$ cat config.mk
export PLATFORM = sky130hd
export DESIGN_NAME = sbc_mode_sequencer
export DESIGN_NICKNAME = d
export VERILOG_FILES = /design/src/hw/mode_seq_pkg.sv /design/src/hw/sbc_mode_sequencer.sv
export SDC_FILE = /design/constraint.sdc
export NUM_CORES = 1
export LEC_CHECK = 0
export ABC_AREA = 0
export BUFFER_PORTS_ARGS = -buffer_cell sky130_fd_sc_hd__buf_2
export CAP_MARGIN = 0
export CORE_AREA = 2 2 66 115
export CTS_BUF_LIST = sky130_fd_sc_hd__clkbuf_4
export CTS_CLUSTER_SIZE = 8
export DETAILED_ROUTE_END_ITERATION = 16
export DIE_AREA = 0 0 68 117
export GPL_TIMING_DRIVEN = 0
export PLACE_DENSITY = 0.64
export SKIP_LAST_GASP = 1
export SYNTH_ARGS = -nofsm -noshare
export SYNTH_HDL_FRONTEND = slang
export SYNTH_SLANG_ARGS = --single-unit
$ cat constraint.sdc
create_clock -name CLK -period 3.7 [get_ports CLK]
set_input_delay 1.11 -clock CLK [delete_from_list [all_inputs] [get_ports CLK]]
set_output_delay 1.11 -clock CLK [all_outputs]
set_load 0.01 [all_outputs]
$ cat src/hw/mode_seq_pkg.sv
// Package with modes, commands and timing constants of the mode sequencer
package mode_seq_pkg;
  localparam int CLK_FREQ_HZ = 100000000;
  localparam int RESET_HOLD_TIME_US = 10000;
  localparam int REQUEST_WINDOW_TIME_MS = 350;
  localparam int RESET_HOLD_CYCLES = (RESET_HOLD_TIME_US * (CLK_FREQ_HZ / 1000000));
  localparam int REQUEST_WINDOW_CYCLES = (REQUEST_WINDOW_TIME_MS * (CLK_FREQ_HZ / 1000));
  localparam int CNT_W = 32;
  localparam logic [2:0] CMD_STANDBY = 3'h0;
  localparam logic [2:0] CMD_NORMAL = 3'h1;
  localparam logic [2:0] CMD_STOP = 3'h2;
  localparam logic [2:0] CMD_SLEEP = 3'h3;
  localparam logic [1:0] DBG_NONE = 2'h0;
  localparam logic [1:0] DBG_NORMAL = 2'h1;
  localparam logic [1:0] DBG_STANDBY = 2'h2;
  localparam logic [1:0] DBG_STOP = 2'h3;

  typedef enum logic [3:0] {
    ST_RESET = 4'h0,
    ST_NREQ = 4'h1,
    ST_NORMAL = 4'h3,
    ST_STANDBY = 4'h2,
    ST_STOP = 4'h6,
    ST_SLEEP = 4'h7,
    ST_FLASH = 4'h5
  } mode_type;

  typedef struct packed {
    mode_type mode;
    logic [CNT_W-1:0] cnt;
    logic from_sleep;
    logic [1:0] dbg;
    logic rst_n;
    logic main_on;
    logic main_lp;
    logic aux_on;
    logic hs_on;
    logic wd_run;
    logic can_active;
    logic fault_n;
    logic wd_load;
  } state_type;
endpackage : mode_seq_pkg

$ cat src/hw/sbc_mode_sequencer.sv
// Operating-mode sequencer of the system basis chip
`timescale 1ns/10ps
// Functional notes
// - Host selects Standby, Normal, Stop or Sleep
// - Normal Request entered automatically after Reset/Stop wake
// - Undervoltage or watchdog faults force Reset mode, except in Sleep and Flash; watchdog faults do not in debug variants
// - Reset holds reset low, then Normal Request
// - Power-up and Sleep wake pass through Reset
// - Stop wake goes directly to Normal Request
// - Normal Request: main on, aux off, reset high
// - Entering Normal Request starts 350 ms window
// - Watchdog setup ends window, enters Normal/Standby
// - Debug variants via special sequence, watchdog halted
// - Flash programming disables reset, watchdog, CAN
// - Window timeout without setup loops through Reset
// - Window timeout after Sleep wake returns Sleep
module sbc_mode_sequencer
  import mode_seq_pkg::*;
#(
  parameter int RESET_HOLD_CNT = RESET_HOLD_CYCLES,
  parameter int REQUEST_WINDOW_CNT = REQUEST_WINDOW_CYCLES
)(
  input wire logic CLK,
  input wire logic SRST,
  input wire logic MAIN_UNDERVOLTAGE,
  input wire logic WD_EXPIRED,
  input wire logic WD_CLOSED_SERVICE,
  input wire logic TIMING_SUBREG_WRITE,
  input wire logic TIMING_SUBREG_STANDBY,
  input wire logic MODE_CMD_VALID,
  input wire logic [2:0] MODE_CMD,
  input wire logic STOP_WD_ENABLE,
  input wire logic WAKE_EVENT,
  input wire logic MAIN_OVERCURRENT,
  input wire logic DEBUG_SEQ_VALID,
  input wire logic [1:0] DEBUG_SEQ_MODE,
  input wire logic FLASH_PROG,
  input wire logic HIGH_SIDE_SWITCH_REQ,
  output logic RESET_OUT_N,
  output logic MAIN_REG_ON,
  output logic MAIN_REG_LOW_POWER,
  output logic AUX_REGULATOR_ON,
  output logic HIGH_SIDE_SWITCH_ON,
  output logic WATCHDOG_RUN,
  output logic WATCHDOG_LOAD,
  output logic CAN_ACTIVE,
  output logic FAULT_FLAG_OUT_N,
  output logic [3:0] MODE_STATE
);

  state_type cur_ff;
  state_type nxt_ff;

  logic wd_fault;
  logic stop_wake;

  always_comb
  begin
    nxt_ff = cur_ff;
    nxt_ff.wd_load = 1'b0;
    // Watchdog faults ignored in debug variants
    wd_fault = (WD_EXPIRED | WD_CLOSED_SERVICE) & (cur_ff.dbg == DBG_NONE);
    // Overcurrent wake always armed in Stop
    stop_wake = WAKE_EVENT | MAIN_OVERCURRENT;
    if (cur_ff.cnt != '0)
    begin
      nxt_ff.cnt = cur_ff.cnt - 1'b1;
    end
    case (cur_ff.mode)
      ST_RESET:
      begin
        if (cur_ff.cnt == '0)
        begin
          nxt_ff.mode = ST_NREQ;
          nxt_ff.cnt = CNT_W'(REQUEST_WINDOW_CNT - 1);
        end
      end
      ST_NREQ:
      begin
        if (TIMING_SUBREG_WRITE)
        begin
          nxt_ff.mode = TIMING_SUBREG_STANDBY ? ST_STANDBY : ST_NORMAL;
          nxt_ff.wd_load = 1'b1;
          nxt_ff.from_sleep = 1'b0;
        end
        else if (cur_ff.cnt == '0)
        begin
          if (cur_ff.from_sleep)
          begin
            nxt_ff.mode = ST_SLEEP;
          end
          else
          begin
            nxt_ff.mode = ST_RESET;
            nxt_ff.cnt = CNT_W'(RESET_HOLD_CNT - 1);
          end
        end
      end
      ST_NORMAL, ST_STANDBY:
      begin
        if (MODE_CMD_VALID)
        begin
          case (MODE_CMD)
            CMD_NORMAL: nxt_ff.mode = ST_NORMAL;
            CMD_STANDBY: nxt_ff.mode = ST_STANDBY;
            CMD_STOP: nxt_ff.mode = ST_STOP;
            CMD_SLEEP: nxt_ff.mode = ST_SLEEP;
            default: nxt_ff.mode = cur_ff.mode;
          endcase
        end
        else if (DEBUG_SEQ_VALID && DEBUG_SEQ_MODE != DBG_NONE)
        begin
          nxt_ff.dbg = DEBUG_SEQ_MODE;
          case (DEBUG_SEQ_MODE)
            DBG_NORMAL: nxt_ff.mode = ST_NORMAL;
            DBG_STANDBY: nxt_ff.mode = ST_STANDBY;
            default: nxt_ff.mode = ST_STOP;
          endcase
        end
      end
      ST_STOP:
      begin
        if (stop_wake)
        begin
          nxt_ff.mode = ST_NREQ;
          nxt_ff.cnt = CNT_W'(REQUEST_WINDOW_CNT - 1);
          nxt_ff.from_sleep = 1'b0;
          nxt_ff.dbg = DBG_NONE;
        end
      end
      ST_SLEEP:
      begin
        if (WAKE_EVENT)
        begin
          nxt_ff.mode = ST_RESET;
          nxt_ff.cnt = CNT_W'(RESET_HOLD_CNT - 1);
          nxt_ff.from_sleep = 1'b1;
        end
      end
      ST_FLASH:
      begin
        if (!FLASH_PROG)
        begin
          nxt_ff.mode = ST_RESET;
          nxt_ff.cnt = CNT_W'(RESET_HOLD_CNT - 1);
        end
      end
      default:
      begin
        nxt_ff.mode = ST_RESET;
        nxt_ff.cnt = CNT_W'(RESET_HOLD_CNT - 1);
      end
    endcase
    // Reset conditions override everything but flash programming and Sleep mode
    if (FLASH_PROG)
    begin
      nxt_ff.mode = ST_FLASH;
      nxt_ff.dbg = DBG_NONE;
      nxt_ff.wd_load = 1'b0;
    end
    else if ((MAIN_UNDERVOLTAGE || wd_fault) && cur_ff.mode != ST_SLEEP && cur_ff.mode != ST_FLASH)
    begin
      nxt_ff.mode = ST_RESET;
      nxt_ff.cnt = CNT_W'(RESET_HOLD_CNT - 1);
      nxt_ff.dbg = DBG_NONE;
      nxt_ff.from_sleep = 1'b0;
      nxt_ff.wd_load = 1'b0;
    end
    // Output levels decoded from the next mode
    nxt_ff.rst_n = 1'b1;
    nxt_ff.main_on = 1'b1;
    nxt_ff.main_lp = 1'b0;
    nxt_ff.aux_on = 1'b0;
    nxt_ff.hs_on = 1'b0;
    nxt_ff.wd_run = 1'b0;
    nxt_ff.can_active = 1'b0;
    case (nxt_ff.mode)
      ST_RESET: nxt_ff.rst_n = 1'b0;
      ST_NREQ: nxt_ff.rst_n = 1'b1;
      ST_NORMAL:
      begin
        nxt_ff.aux_on = 1'b1;
        nxt_ff.hs_on = HIGH_SIDE_SWITCH_REQ;
        nxt_ff.wd_run = (nxt_ff.dbg == DBG_NONE);
        nxt_ff.can_active = 1'b1;
      end
      ST_STANDBY:
      begin
        nxt_ff.hs_on = HIGH_SIDE_SWITCH_REQ;
        nxt_ff.wd_run = (nxt_ff.dbg == DBG_NONE);
      end
      ST_STOP:
      begin
        nxt_ff.main_lp = 1'b1;
        nxt_ff.wd_run = STOP_WD_ENABLE & (nxt_ff.dbg == DBG_NONE);
      end
      ST_SLEEP:
      begin
        nxt_ff.main_on = 1'b0;
        nxt_ff.rst_n = 1'b0;
      end
      default:
      begin
        nxt_ff.main_on = 1'b0;
        nxt_ff.rst_n = 1'b1;
      end
    endcase
    // Fault flag low from a watchdog fault until watchdog setup
    if (wd_fault && !FLASH_PROG)
    begin
      nxt_ff.fault_n = 1'b0;
    end
    else if (nxt_ff.wd_load)
    begin
      nxt_ff.fault_n = 1'b1;
    end
  end

  always_ff @(posedge CLK)
  begin
    if (SRST)
    begin
      cur_ff <= '0;
      cur_ff.mode <= ST_RESET;
      cur_ff.cnt <= CNT_W'(RESET_HOLD_CNT - 1);
      cur_ff.main_on <= 1'b1;
      cur_ff.fault_n <= 1'b1;
    end
    else
    begin
      cur_ff <= nxt_ff;
    end
  end

  assign RESET_OUT_N = cur_ff.rst_n;
  assign MAIN_REG_ON = cur_ff.main_on;
  assign MAIN_REG_LOW_POWER = cur_ff.main_lp;
  assign AUX_REGULATOR_ON = cur_ff.aux_on;
  assign HIGH_SIDE_SWITCH_ON = cur_ff.hs_on;
  assign WATCHDOG_RUN = cur_ff.wd_run;
  assign WATCHDOG_LOAD = cur_ff.wd_load;
  assign CAN_ACTIVE = cur_ff.can_active;
  assign FAULT_FLAG_OUT_N = cur_ff.fault_n;
  assign MODE_STATE = cur_ff.mode;

endmodule : sbc_mode_sequencer

After elaboration in Yosys (flattened, before gate mapping)
Cells that the tools add are included.
- register bits: 47
- latch bits: 0
- bits in writable memories: 0
- ROM bits: 0
- input bits: 19
- output and inout port bits: 13
- memories: 0
- add/sub/neg operators: 1
- $mul: 0
- divide/modulo/power cells: 0
- order comparisons: 0
- equality and inequality tests: 18
- shifts and indexed selects: 0
- mux-type cells: 37
- bitwise logic cells: 5
- reduce and logical (&&, ||, !) cells: 20
- operators with widths (kind ; count):
    32-bit one-hot mux with 6 select lines ; 1
    36-bit 2-to-1 mux ; 3
    32-bit 2-to-1 mux ; 3
    39-bit 2-to-1 mux ; 2
    37-bit 2-to-1 mux ; 1
    33-bit 2-to-1 mux ; 1
    32-bit zero test ; 1
    32-bit nonzero test ; 1
    32-bit by 1-bit subtractor with 32-bit output, second input constant ; 1
    4-bit one-hot mux with 6 select lines ; 1
    4-bit by 3-bit == test with 1-bit output, second input constant ; 5
    4-bit by 2-bit == test with 1-bit output, second input constant ; 4
    4-bit 2-to-1 mux ; 4
    4-bit one-hot mux with 4 select lines ; 1
    1-bit 2-to-1 mux ; 12
    4-bit by 1-bit == test with 1-bit output, second input constant ; 2
    4-bit zero test ; 2
    4-bit by 3-bit != test with 1-bit output, second input constant ; 2
    2-bit OR reduction ; 4
    3-bit by 2-bit == test with 1-bit output, second input constant ; 2
    2-bit 2-to-1 mux ; 3
    3-bit one-hot mux with 2 select lines ; 1
    5-bit OR reduction ; 1
    1-bit logical AND ; 4
    15 further kinds ; 19

Depth between registers and ports, before layout
- depth after elaboration: 12
- depth in mapped cells: 10

Worst setup path after synthesis
OpenSTA, ideal clock, no wires.
- path kind: input to register
- from: in DEBUG_SEQ_MODE[0]
- to: reg cur_ff (netlist bit CAN_ACTIVE)
- setup time: 0.060 ns
- arrival time: 2.780 ns
- data required time: 3.640 ns
- setup slack: 0.859 ns
- stages: 8
- path buffers: 0
- cells stage by stage: inv_1 ha_1 or3b_2 a311o_1 o2111ai_1 a211o_1 a21oi_2 and3b_1
- cells in the longest elaborated chain, start to end: 9
- elaborated cells between the ends (all ways): 12
- classes of those cells: eq/ne: 3; mux: 7; reduce/logical: 2
- ends and longest elaborated chain (item ; line ; source):
    start: declaration ; sbc_mode_sequencer.sv:36 ; input wire logic [1:0] DEBUG_SEQ_MODE,
    2-bit == test, or another cell as far along ; sbc_mode_sequencer.sv:114 ; case (DEBUG_SEQ_MODE)
    3-bit one-hot mux with 2 select lines or 1-bit logical AND (tied branches) ; sbc_mode_sequencer.sv:114, sbc_mode_sequencer.sv:111 ;
    4-bit 2-to-1 mux (*) ; sbc_mode_sequencer.sv:111 ; else if (DEBUG_SEQ_VALID && DEBUG_SEQ_MODE != DBG_NONE)
    4-bit 2-to-1 mux (*) ; sbc_mode_sequencer.sv:101 ; if (MODE_CMD_VALID)
    4-bit one-hot mux with 6 select lines (*) ; sbc_mode_sequencer.sv:69 ; case (cur_ff.mode)
    39-bit 2-to-1 mux (*) ; sbc_mode_sequencer.sv:161 ; else if ((MAIN_UNDERVOLTAGE || wd_fault) && cur_ff.mode != ST_SLEEP && cur_ff.mode != ST_FLASH)
    4-bit 2-to-1 mux (*) ; sbc_mode_sequencer.sv:155 ; if (FLASH_PROG)
    4-bit by 2-bit == test with 1-bit output (*) ; sbc_mode_sequencer.sv:177 ; case (nxt_ff.mode)
    1-bit 2-to-1 mux (*) ; sbc_mode_sequencer.sv:177 ;
    end signal: assignment ; sbc_mode_sequencer.sv:231 ; cur_ff <= nxt_ff;
    end: declaration ; sbc_mode_sequencer.sv:51 ; state_type cur_ff;
Every way passes the cells marked *; elsewhere a longest branch is shown, timed or not.
A chain may end at the register's enable or synchronous reset.

Worst setup path after layout
- from: reg cur_ff[31] in the netlist's numbering
- to: reg cur_ff[37] in the netlist's numbering
- cells in the longest elaborated chain, start to end: 8
- elaborated cells between the ends (all ways): 14
- classes of those cells: add/sub: 1; mux: 11; reduce/logical: 2
- ends and longest elaborated chain (item ; line ; source):
    32-bit by 1-bit subtractor with 32-bit output or 32-bit nonzero test (tied branches) ; sbc_mode_sequencer.sv:67, sbc_mode_sequencer.sv:65 ;
    32-bit 2-to-1 mux ; sbc_mode_sequencer.sv:65 ; if (cur_ff.cnt != '0)
    32-bit 2-to-1 mux ; sbc_mode_sequencer.sv:88 ; if (cur_ff.from_sleep)
    36-bit 2-to-1 mux ; sbc_mode_sequencer.sv:86 ; else if (cur_ff.cnt == '0)
    32-bit 2-to-1 mux ; sbc_mode_sequencer.sv:80 ; if (TIMING_SUBREG_WRITE)
    32-bit one-hot mux with 6 select lines (*) ; sbc_mode_sequencer.sv:69 ;
    39-bit 2-to-1 mux ; sbc_mode_sequencer.sv:161 ;
    33-bit 2-to-1 mux (*) ; sbc_mode_sequencer.sv:155 ;
Marked as above.

==> flow_summary.json <==
{
  "max_freq_mhz": 309,
  "final_layout_size_suffix_gt1_share_pct": 15.3,
  "final_nets": 395,
  "final_antenna_net_count": 0,
  "synth_top_area_share_pct": 34.5,
  "clk_latency_ps": 390,
  "vdd.ir_drop.worst_mv": 0.227,
  "cts_resized": 0,
  "utilization_pct": 42.8,
  "dieArea_mm2": 0.00796,
  "cts.sinks": 47,
  "grt_setup_unrepaired": "no",
  "fp-row-count": 41,
  "wl_per_cell_um": 16.8,
  "cts_buffer_depth": 2,
  "synth.area.top_cells": "dfxtp_1 34%, nor2_1 5.6%, xor2_1 5.1%",
  "io_buffers": 28,
  "reg2reg_slack_ps": 460,
  "setup_viol": 0,
  "synth_seq_area_share_pct": 34.5,
  "synth_top_area_cell": "dfxtp_1",
  "die_y_um": 117,
  "die_x_um": 68,
  "gp_congestion": 0.945,
  "synth_seq_cells": 47,
  "finalHoldViolCount": 0,
  "crit_fanout": 10,
  "synth.distinct_cells": 59,
  "path_cells": "or4_4 -> or4_4 -> buf_6 -> nor3_1 -> a311o_2 -> nand4bb_1 -> nand2_1",
  "final_max_slew_viol_count": 0,
  "layout_common_cells": "47 x dfxtp_1, 41 x nor2_1, 28 x buf_2",
  "final_common_cell": "dfxtp_1",
  "cp_num_buf_inv": 1,
  "hold_path_depth": 2,
  "vias_per_cell": 5.93,
  "drt_pass1_iterations": 4,
  "cts_tree": "yes",
  "start_util_pct": 38.5,
  "grt_usage_pct": 21.2,
  "avgSynthCellArea_um2": 8.12,
  "area_growth_pct": 11.2,
  "netlist_instances": 336,
  "cts_hold_buf": 0,
  "cts_buffers": 5,
  "worst_hold_path_type": "flip-flop to flip-flop",
  "crit_family": "simple AND/OR/NAND/NOR gates",
  "post_cts_buffers": 0,
  "final.setup.worst_slack_ps": 464,
  "cpPeakStageDelay_ps": 820,
  "r2r-end": "cur_ff[37]",
  "synth-edff-count": 0,
  "synth_area_mm2": 0.00273,
  "antenna_found_initial": 0,
  "grt_pass1_vias": 2703,
  "worst_path_max_delay_cell": "nor3_1",
  "finClkSkew_ps": 9.99,
  "post-dp-hpwl_um": 6050,
  "vias": 2717,
  "grt_max_degree": 16,
  "endpoint_kind": "flip-flop",
  "fill_cells": 772,
  "maxCapViolations": 0,
  "whs_ps": 512,
  "r2r_cells": 7,
  "cts-htree-levels": 2,
  "period_share_pct": 87.4,
  "grt_overflow": 0,
  "p_leak_nw": 1.08,
  "required_ps": 4000,
  "outcome": "complete, no violations",
  "fin_cells": 458,
  "min_from": "cur_ff[27]",
  "tns_ps": 0,
  "routed_wl_um": 7700,
  "period_needed_ps": 3240,
  "core_area_mm2": 0.00708,
  "path_class": "flip-flop to flip-flop",
  "grt_pass1_wl_um": 12800,
  "cp.arrival_ps": 3530,
  "regMostFlops": "cur_ff",
  "synthFlopType": "dfxtp_1",
  "power.density_mw_per_mm2": 279,
  "worst_path_most_repeated_cell": "or4_4",
  "critPathLaunchType": "flip-flop",
  "clk_pin_slew_ps": 140,
  "dpl.cell_count": 450,
  "slew-limit-headroom_pct": 24.2,
  "io_pins": 32,
  "drtIter0Drc": 129,
  "dpl_worst_slack_ps": 506,
  "largest_reg_flops": 35,
  "diodes": 0,
  "drc_errors": 0,
  "worstMarginPinSlew_ps": 1120,
  "ys_warn_count": 0,
  "ys_async_sr_fraction_pct": 0,
  "root_buffer": "clkbuf_4",
  "r2r_start": "cur_ff[31]",
  "synthesis.nets": 360,
  "min_to": "cur_ff[27]"
}
[where the power goes]
| part | switching, mW | internal, mW |
|---|---|---|
| Combinational | 0.0473 | 0.0305 |
| Sequential | 0.00601 | 0.512 |
| Clock | 0.178 | 0.0731 |
| Total | 0.232 | 0.616 |
[cells by family after synthesis]
kind of cell	after synthesis	share of synthesized area [%]
other	1	0.137
adder cells (fa/ha/maj)	5	2.29
flip-flops	47	34.5
buffers and inverters	29	5.37
AO/OA/AOI/OAI	62	16.0
AND/OR/NAND/NOR	170	34.7
XOR/XNOR	22	7.06
[synth_stat cells, drive strengths merged, types with 4 or more instances]
library cell / number
nand2: 17
nor4: 22
xor2: 16
nand4: 6
ha: 5
xnor2: 6
nand3: 13
or4: 5
inv: 7
nor3: 24
nor2b: 5
buf: 10
dfxtp: 47
o21ai: 16
a21oi: 7
nand4b: 4
or2: 6
nand3b: 4
clkbuf: 12
a311oi: 4
nor4b: 6
nor2: 41
[worst max path at each step]
stage	slack (ps)	endpoint	cells past startpoint	from
6_report	460	cur_ff[37]	7	cur_ff[31]
5_1_grt	250	MAIN_REG_LOW_POWER	6	MODE_STATE[0]
4_1_cts	490	cur_ff[37]	7	cur_ff[31]
3_5_place_dp	510	CAN_ACTIVE	9	DEBUG_SEQ_MODE[0]
3_3_place_gp	510	CAN_ACTIVE	9	DEBUG_SEQ_MODE[0]
2_1_floorplan	860	CAN_ACTIVE	8	DEBUG_SEQ_MODE[0]
[worst reg2reg max path, delay by kind of cell (launching register included)]
kind / cells / cell delay (ps)
buffers and inverters: 1 / 160
AND/OR/NAND/NOR: 5 / 2150
AO/OA/AOI/OAI: 1 / 470
flip-flops: 1 / 370
[area by class of cell]
cell class                      count  area, um2  area share, %
Buffer                             22        120           3.96
Clock buffer                        5       37.5           1.24
Clock inverter                      3       20.0          0.660
Inverter                            7       26.3          0.866
Multi-Input combinational cell    260       1640           54.1
Sequential cell                    47        941           31.0
Tap cell                           86        108           3.55
Timing Repair Buffer               28        140           4.62
[stage by stage]
step	power (mW)	instance area, um2
after detailed placement	0.606	2980
after CTS	0.854	3030
after global placement	0.605	2980
final	0.847	3030
after floorplan	0.577	2730
after global routing	0.884	3030
[per-layer routing]
layer  wire (um)  track usage (%)  vias up  share of wire (%)
li1            -                -     1315                  -
met1        2770             20.8     1291                 36
met2        4250             39.2       81                 55
met3         290             4.11       30                3.8
met4         395             13.3        0                5.1
met5           0                0        -                  0
Note: power is estimated with default switching activity, not from simulation.
